===== src/inc/i2c_addr_pkg.sv =====
package i2c_addr_pkg;
    localparam int          DATA_W          = 32;
    localparam int          ADDR_W          = 8;
    localparam int          TADDR_W         = 10;
    // Register byte offsets
    localparam logic [7:0]  OFF_ENABLE      = 8'h00;
    localparam logic [7:0]  OFF_TARGET      = 8'h04;
    localparam logic [7:0]  OFF_OWN         = 8'h08;
    localparam logic [7:0]  OFF_CTRL        = 8'h0c;
    localparam logic [7:0]  OFF_STATUS      = 8'h10;
    localparam logic [7:0]  OFF_MASK        = 8'h14;
    localparam logic [7:0]  OFF_INFO        = 8'h18;
    // Target register fields
    localparam int          TGT_WIDTH_BIT   = 12;
    localparam int          TGT_SPECIAL_BIT = 11;
    localparam int          TGT_GCSB_BIT    = 10;
    localparam logic [9:0]  ADDR_RESET      = 10'h055;
    localparam int          ENABLE_BIT      = 0;
    localparam int          OWN_WIDTH_BIT   = 0;
    localparam int          LOW7_W          = 7;
    // Event status bits
    localparam int          EV_GC_READ_BIT  = 0;
    localparam int          EV_TX_ABORT_BIT = 6;
    localparam int          EV_RD_REQ_BIT   = 5;
    localparam int          EV_W            = 7;
    localparam logic [7:0]  GC_ADDR_BYTE    = 8'h00;
    localparam logic [7:0]  START_BYTE      = 8'h01;
    localparam logic [4:0]  TEN_BIT_PREFIX  = 5'h1e;

    typedef enum logic [2:0] {
        ADDR_NORMAL = 3'b001,
        ADDR_GCALL  = 3'b010,
        ADDR_STARTB = 3'b100
    } addr_mode_t;

    typedef struct packed {
        logic       valid;
        logic       rd;
    } cmd_t;

    typedef struct packed {
        logic       valid;
        logic       ten_bit;
        logic [9:0] addr;
        logic       rd;
    } slave_hdr_t;
endpackage : i2c_addr_pkg


===== src/design/i2c_addr_match.sv =====
`timescale 1ns/1ps
module i2c_addr_match #(
    parameter int TW = i2c_addr_pkg::TADDR_W
) (
    input  wire logic                    i_clk,
    input  wire logic                    i_rst_b,
    input  wire logic                    i_ce,
    input  wire logic                    i_ten_bit_mode,
    input  wire logic [TW-1:0]           i_own_addr,
    input  wire i2c_addr_pkg::slave_hdr_t i_hdr,
    output logic                         o_match,
    output logic                         o_match_rd
);
    import i2c_addr_pkg::*;

    // Header address is fixed at ten bits, so the own field must match it
    if (TW != TADDR_W) begin : g_bad_width
        $error("address width must equal the header width");
    end

    logic hit;
    always_comb begin
        if (i_ten_bit_mode) begin
            hit = i_hdr.ten_bit && (i_hdr.addr == i_own_addr);
        end else begin
            hit = !i_hdr.ten_bit
                  && (i_hdr.addr[LOW7_W-1:0] == i_own_addr[LOW7_W-1:0]);
        end
    end

    always_ff @(posedge i_clk) begin
        if (!i_rst_b) begin
            o_match    <= 1'b0;
            o_match_rd <= 1'b0;
        end else if (i_ce) begin
            o_match    <= i_hdr.valid && hit;
            o_match_rd <= i_hdr.valid && hit && i_hdr.rd;
        end
    end
endmodule : i2c_addr_match


===== src/design/i2c_address_config.sv =====
`timescale 1ns/1ps
// Behaviour
// - Master width bit picks 10 or 7-bit
// - Width bit exists only with runtime option
// - Special bit enables broadcast/start-byte select
// - Select one is START byte, zero General Call
// - Read after General Call sets abort
// - General Call holds until special cleared or select set to one
// - Target field addresses, ignored during General Call
// - Own-address loopback is simplex only
// - Own address resets 0x055, low seven match
// - Own-address writes only while disabled
// - Own change after read request rearms
// - Slave width bit selects match width
module i2c_address_config #(
    parameter bit RUNTIME_TARGET_UPDATE = 1'b1
) (
    input  wire logic                          i_clk,
    input  wire logic                          i_rst_b,
    input  wire logic                          i_ce,
    input  wire logic                          i_psel,
    input  wire logic                          i_penable,
    input  wire logic                          i_pwrite,
    input  wire logic [i2c_addr_pkg::ADDR_W-1:0] i_paddr,
    input  wire logic [i2c_addr_pkg::DATA_W-1:0] i_pwdata,
    output logic      [i2c_addr_pkg::DATA_W-1:0] o_prdata,
    output logic                               o_pready,
    output logic                               o_pslverr,
    input  wire i2c_addr_pkg::cmd_t            i_cmd,
    input  wire i2c_addr_pkg::slave_hdr_t      i_slave_hdr,
    input  wire logic                          i_rd_req_event,
    output logic                               o_first_byte_valid,
    output logic      [7:0]                    o_first_byte,
    output logic      [7:0]                    o_second_byte,
    output logic                               o_ten_bit_master,
    output logic                               o_cmd_accept,
    output logic                               o_slave_match,
    output logic                               o_slave_match_rd,
    output logic                               o_self_loop,
    output logic                               o_irq
);
    import i2c_addr_pkg::*;

    logic [TADDR_W-1:0] tgt_addr_r;
    logic               tgt_width_r;
    logic               tgt_special_r;
    logic               tgt_gcsb_r;
    logic [TADDR_W-1:0] own_addr_r;
    logic               enable_r;
    logic               own_width_r;
    logic [EV_W-1:0]    status_r;
    logic [EV_W-1:0]    mask_r;
    logic               rd_req_seen_r;
    logic               own_changed_r;
    logic               enable_d_r;
    addr_mode_t         mode;

    ////////////////////////////////////////////////////////////////////////
    logic wr_en;
    logic rd_en;
    logic rd_load;
    logic rd_primed_r;
    assign wr_en     = i_ce && i_psel && i_penable && i_pwrite;
    // One wait state on reads: data loads at the first access edge
    // and stands in its flip-flops when the master samples it
    assign rd_load   = i_psel && i_penable && !i_pwrite && !rd_primed_r;
    assign rd_en     = i_ce && rd_load;
    // Frozen clock enable stalls the bus rather than dropping a write
    assign o_pready  = i_ce && (i_pwrite || rd_primed_r);

    always_ff @(posedge i_clk) begin
        if (!i_rst_b) begin
            rd_primed_r <= 1'b0;
        end else if (i_ce) begin
            rd_primed_r <= rd_load;
        end
    end

    logic mapped;
    always_comb begin
        case (i_paddr)
            OFF_ENABLE, OFF_TARGET, OFF_OWN, OFF_CTRL,
            OFF_STATUS, OFF_MASK, OFF_INFO: mapped = 1'b1;
            default:                        mapped = 1'b0;
        endcase
    end
    assign o_pslverr = i_psel && i_penable && !mapped;

    always_ff @(posedge i_clk) begin
        if (!i_rst_b) begin
            tgt_addr_r    <= ADDR_RESET;
            tgt_width_r   <= 1'b0;
            tgt_special_r <= 1'b0;
            tgt_gcsb_r    <= 1'b0;
        end else if (wr_en && i_paddr == OFF_TARGET) begin
            tgt_addr_r    <= i_pwdata[TADDR_W-1:0];
            tgt_width_r   <= RUNTIME_TARGET_UPDATE && i_pwdata[TGT_WIDTH_BIT];
            tgt_special_r <= i_pwdata[TGT_SPECIAL_BIT];
            tgt_gcsb_r    <= i_pwdata[TGT_GCSB_BIT];
        end
    end

    // Own address freezes while the interface runs
    always_ff @(posedge i_clk) begin
        if (!i_rst_b) begin
            own_addr_r <= ADDR_RESET;
        end else if (wr_en && i_paddr == OFF_OWN && !enable_r) begin
            own_addr_r <= i_pwdata[TADDR_W-1:0];
        end
    end

    always_ff @(posedge i_clk) begin
        if (!i_rst_b) begin
            enable_r    <= 1'b0;
            own_width_r <= 1'b0;
            mask_r      <= '0;
        end else if (wr_en) begin
            if (i_paddr == OFF_ENABLE) enable_r    <= i_pwdata[ENABLE_BIT];
            if (i_paddr == OFF_CTRL)   own_width_r <= i_pwdata[OWN_WIDTH_BIT];
            if (i_paddr == OFF_MASK)   mask_r      <= i_pwdata[EV_W-1:0];
        end
    end

    always_ff @(posedge i_clk) begin
        if (!i_rst_b) begin
            o_prdata <= '0;
        end else if (rd_en) begin
            o_prdata <= '0;
            case (i_paddr)
                OFF_ENABLE: o_prdata[ENABLE_BIT] <= enable_r;
                OFF_TARGET: o_prdata[TGT_WIDTH_BIT:0] <= {tgt_width_r, tgt_special_r,
                                                         tgt_gcsb_r, tgt_addr_r};
                OFF_OWN:    o_prdata[TADDR_W-1:0] <= own_addr_r;
                OFF_CTRL:   o_prdata[OWN_WIDTH_BIT] <= own_width_r;
                OFF_STATUS: o_prdata[EV_W-1:0] <= status_r;
                OFF_MASK:   o_prdata[EV_W-1:0] <= mask_r;
                OFF_INFO:   o_prdata[0] <= RUNTIME_TARGET_UPDATE;
                default:    o_prdata <= '0;
            endcase
        end
    end

    ////////////////////////////////////////////////////////////////////////
    always_comb begin
        if (!tgt_special_r)  mode = ADDR_NORMAL;
        else if (tgt_gcsb_r) mode = ADDR_STARTB;
        else                 mode = ADDR_GCALL;
    end

    assign o_ten_bit_master = tgt_width_r;

    logic gc_read;
    assign gc_read      = i_cmd.valid && i_cmd.rd && (mode == ADDR_GCALL);
    assign o_cmd_accept = i_cmd.valid && !gc_read;

    // Address bytes reload on every enabled cycle; target field is unused for GC
    always_ff @(posedge i_clk) begin
        if (!i_rst_b) begin
            o_first_byte_valid <= 1'b0;
            o_first_byte       <= '0;
            o_second_byte      <= '0;
        end else if (i_ce) begin
            o_first_byte_valid <= o_cmd_accept && enable_r;
            case (mode)
                ADDR_GCALL: begin
                    o_first_byte  <= GC_ADDR_BYTE;
                    o_second_byte <= '0;
                end
                ADDR_STARTB: begin
                    o_first_byte  <= START_BYTE;
                    o_second_byte <= tgt_addr_r[7:0];
                end
                ADDR_NORMAL: begin
                    if (tgt_width_r) begin
                        o_first_byte  <= {TEN_BIT_PREFIX, tgt_addr_r[9:8], 1'b0};
                        o_second_byte <= tgt_addr_r[7:0];
                    end else begin
                        o_first_byte  <= {tgt_addr_r[LOW7_W-1:0], i_cmd.rd};
                        o_second_byte <= '0;
                    end
                end
                default: begin
                    o_first_byte  <= '0;
                    o_second_byte <= '0;
                end
            endcase
        end
    end

    // Equal addresses in normal addressing: flag simplex loopback so the controller blocks duplex
    assign o_self_loop = (tgt_addr_r == own_addr_r) && (mode == ADDR_NORMAL);

    ////////////////////////////////////////////////////////////////////////
    i2c_addr_match #(
        .TW (TADDR_W)
    ) u_match (
        .i_clk          (i_clk),
        .i_rst_b        (i_rst_b),
        .i_ce           (i_ce),
        .i_ten_bit_mode (own_width_r),
        .i_own_addr     (own_addr_r),
        .i_hdr          (i_slave_hdr),
        .o_match        (o_slave_match),
        .o_match_rd     (o_slave_match_rd)
    );

    ////////////////////////////////////////////////////////////////////////
    // Read-request rearm after own address change
    always_ff @(posedge i_clk) begin
        if (!i_rst_b) begin
            rd_req_seen_r <= 1'b0;
            own_changed_r <= 1'b0;
            enable_d_r    <= 1'b0;
        end else if (i_ce) begin
            enable_d_r <= enable_r;
            if (i_rd_req_event) rd_req_seen_r <= 1'b1;
            if (wr_en && i_paddr == OFF_OWN && !enable_r && rd_req_seen_r)
                own_changed_r <= 1'b1;
            else if (enable_r && !enable_d_r)
                own_changed_r <= 1'b0;
        end
    end

    logic rearm;
    assign rearm = i_ce && enable_r && !enable_d_r && own_changed_r;

    logic [EV_W-1:0] ev_set;
    always_comb begin
        ev_set = '0;
        ev_set[EV_TX_ABORT_BIT] = i_ce && gc_read;
        ev_set[EV_GC_READ_BIT]  = i_ce && gc_read;
        ev_set[EV_RD_REQ_BIT]   = (i_ce && i_rd_req_event) || rearm;
    end

    // Set wins over write-one-to-clear
    always_ff @(posedge i_clk) begin
        if (!i_rst_b) begin
            status_r <= '0;
        end else if (wr_en && i_paddr == OFF_STATUS) begin
            status_r <= (status_r & ~i_pwdata[EV_W-1:0]) | ev_set;
        end else begin
            status_r <= status_r | ev_set;
        end
    end

    assign o_irq = |(status_r & mask_r);
endmodule : i2c_address_config


===== config.mk =====
export PLATFORM = sky130hd
export DESIGN_NAME = i2c_address_config
export DESIGN_NICKNAME = d
export VERILOG_FILES = /design/src/inc/i2c_addr_pkg.sv /design/src/design/i2c_addr_match.sv /design/src/design/i2c_address_config.sv
export SDC_FILE = /design/constraint.sdc
export NUM_CORES = 1
export LEC_CHECK = 0
export BUFFER_PORTS_ARGS = -buffer_cell sky130_fd_sc_hd__buf_4
export CAP_MARGIN = 10
export CORE_MARGIN = 3
export CORE_UTILIZATION = 51
export DETAILED_ROUTE_END_ITERATION = 8
export PLACE_DENSITY = 0.8
export SLEW_MARGIN = 10
export SYNTH_ARGS = -nofsm -noshare
export SYNTH_HDL_FRONTEND = slang
export SYNTH_SLANG_ARGS = --single-unit

===== constraint.sdc =====
create_clock -name i_clk -period 2.6 [get_ports i_clk]
set_clock_uncertainty 0.05 [all_clocks]
set_input_delay 0.52 -clock i_clk [delete_from_list [all_inputs] [get_ports i_clk]]
set_output_delay 0.52 -clock i_clk [all_outputs]
set_load 0.005 [all_outputs]

==> summary.txt <==
Clock tree
  – Root Buffer: clkbuf_8
  – # resized after CTS: 0
  – Post-CTS Setup Bufs: 0
  – CTS clock-pin slew for the worst setup and hold paths: 80 ps
  – Worst-skew pair later-pin latency: 350 ps
  – CTS max path bufs: 2
  – H-tree depth: 3
  – CTS tree: built
  – TritonCTS Sinks: 75
  – Hold Buf Count CTS: 0
  – Num CTS Buffers: 9

Synth
  – EDFF count, synth: 0
  – Leading area contributor after synthesis: dfxtp_1
  – Yosys top cell area share: 40.6%
  – Post-synthesis sequential area ratio: 40.6%
  – Ys Warns: 0
  – Post-Syn Instances: 435
  – Mean Syn Cell Area: 8.50 um^2
  – #FFs+latches synth: 75
  – Post-synth top flop: dfxtp_1
  – Netlist cell types: 46
  – Top area cells in the synthesized netlist: dfxtp_1 (41%), mux2i_1 (7.9%), a21oi_1 (4.9%), nand2_1 (4.6%), buf_4 (4.1%)
  – FFs w/ async S/R, synth: 0%
  – Mapped Area: 3700 um^2

Layout
  – Non-Filler Instances: 606
  – Area Overhead vs Synth: 21.9%
  – Fill count: 612
  – Final Core Density: 65.3%
  – Layout cell share with drive strength beyond 1: 22.5%
  – ANT cells: 0
  – Multi-input gate area: 1960 um^2
  – Sequential Area: 1500 um^2
  – NumNets Final: 567

Timing
  – Max Transition Viols Final: 0
  – # setup viols final: 0
  – Rel. slew slack: 52.0%
  – Fmax: 0.406 GHz
  – Final setup margin: 138 ps
  – Minimum clock period after layout: 2460 ps
  – Final cycle utilization of the critical path: 94.7%
  – Setup TNS: 0 ps
  – Slew @ Worst Pin: 718 ps
  – Final Hold Violating Endpoints: 0
  – RSZ-0062 raised after global routing: no

Critical path
  – Worst path max stage delay: 370 ps
  – Worst Path Buf+Inv: 1
  – WP data arrival: 1890 ps
  – CP cell instances: xor2_1 > nor4_1 > nand4_1 > nor4_1 > buf_4
  – Setup crit end kind: output port
  – Slowest CP cell: dfxtp_1
  – Critical path's most frequent cell: nor4_1
  – CP max FO: 4
  – CP startpoint kind: register
  – Largest delay share family, worst path: simple AND/OR/NAND/NOR gates
  – Kind of critical path: register to output port
  – Worst EP required: 2030 ps

Drt
  – Vias per cell: 5.63
  – Per-cell routed wire length: 16.3 um
  – Routed WL: 9.86 mm
  – Met3 Wirelength: 942 um
  – Routed vias: 3410
  – DR WL met2: 4.51 mm
  – Post-route ant nets: 0
  – Remaining design rule violation count: 0
  – First drt pass iteration count: 6
  – DRT iter0 DRCs: 372
  – Top routing layer used: met4
  – Met1 WL: 4.20 mm

Placement
  – Detail Placement HPWL: 7.10 mm
  – Worst slack at placement: 296 ps
  – Cells after DPL: 590
  – IO Port Bufs: 80
  – GP Congestion: 0.930

Run
  – Max Cap Viol: 0

GRT
  – Total Routing Usage GR: 23.8%
  – Largest net degree at the start of global routing: 34
  – First-pass GRT wire length: 16.0 mm
  – Vias in the first global route: 3194
  – Initial antenna violation count: 0
  – Global route overflow: 0

Status
  – Status: completed

Power
  – Max VDD drop: 0.316 mV
  – P_leak: 1.87 nW
  – Pwr dens: 526 nW/um^2

Die
  – Die height: 91.1 um
  – Die Footprint: 8300 um^2
  – IO Count: 119
  – Die Wd: 91.1 um
  – Starting Density: 53.5%
  – Core area: 6910 um^2
  – Rows: 30

Worst hold path
  – HP Class: primary input to register
routing by layer:
metal | up-vias | track usage (%)
li1 | 1623 | -
met1 | 1594 | 32.2
met2 | 173 | 37.2
met3 | 20 | 4.56
met4 | 0 | 10.1
met5 | - | 0
cell type report:
class | count | share of cell area (%)
Sequential cell | 75 | 33.3
Clock buffer | 10 | 3.05
Multi-Input combinational cell | 322 | 43.6
Tap cell | 96 | 2.67
Inverter | 9 | 0.750
Clock inverter | 6 | 1.97
Timing Repair Buffer | 88 | 14.7
path summary, 6_finish.rpt:
check / endpoint / startpoint / slack, ps / depth (start not counted)
worst max-delay path: o_self_loop / own_addr_r[8]$_SDFFE_PN0P_ / 140 / 5
worst min-delay path: status_r[1]$_SDFFE_PN0P_ / i_pwdata[1] / 310 / 2
worst max register to register: own_addr_r[2]$_SDFFE_PN1P_ / enable_r$_SDFFE_PN0P_ / 740 / 5
worst min register to register: o_prdata[11]$_SDFFE_PN0P_ / o_prdata[11]$_SDFFE_PN0P_ / 400 / 2
per-stage QoR:
stage               hold slack, ps  area [um^2]  total power, mW
floorplan                      372         3760             1.30
global placement               385         4280             1.37
detailed placement             397         4280             1.38
CTS                            290         4510             2.38
global route                   305         4510             2.44
finish                         306         4510             2.37
flip-flops by register name (all words and copies together) (netlist names), 7 cells and up:
name,flops
o_first_byte,8
status_r,7
o_prdata,13
tgt_addr_r,10
own_addr_r,10
o_second_byte,8
mask_r,7
cell families after synthesis:
kind of cell           after synthesis  share of synthesized area, %
AND/OR/NAND/NOR                    162                          22.2
AO/OA/AOI/OAI                       86                          14.2
flip-flops                          75                          40.6
buffers and inverters               56                          8.06
multiplexers                        36                          10.3
XOR/XNOR                            19                          4.50
other                                1                         0.101
cells in the final DEF (no fill, tap or decap), types with 2 or more instances in the layout:
cell	netlist	routed
nand2b_1	8	8
bufinv_16	0	2
clkinvlp_4	0	2
a32o_1	6	6
and3_1	3	3
buf_4	20	88
o21ai_0	21	21
nand3_1	28	28
nand4_1	6	6
a22o_1	3	3
a22oi_1	9	9
clkbuf_8	0	10
o22ai_1	2	2
a21oi_1	36	36
xor2_1	14	14
mux2_2	6	6
conb_1	1	19
nor4_1	4	4
and3b_1	2	2
nor2b_1	17	17
nand2_1	45	45
nor3_1	5	5
xnor2_1	5	5
a31oi_1	3	3
dfxtp_1	75	75
nor2_1	33	33
and2_1	2	2
inv_1	9	9
mux2i_1	29	29
report_power, final:
group,switching [mW],internal (mW),leakage [nW]
clock network,0.450,0.566,0.108
registers,0.00480,1.16,0.606
logic,0.107,0.0851,1.15
worst reg2reg max path, stage by stage, from the launching register on:
cell     delay, ps
dfxtp_1        390
or4b_1         590
nor4_4         150
buf_4          280
mux2i_1        230
nand2_1         70
Yosys cell counts (4+ instances only):
library cell	number
a32o_1	6
buf_4	20
nand2b_1	8
a21oi_1	36
o21ai_0	21
dfxtp_1	75
nor3_1	5
mux2i_1	29
mux2_2	6
a22oi_1	9
xnor2_1	5
nand3_1	28
nor2_1	33
xor2_1	14
nor4_1	4
buf_2	4
clkbuf_1	20
nand2_1	45
inv_1	9
nand4_1	6
nor2b_1	17
Power figures use the tool's default switching activity.
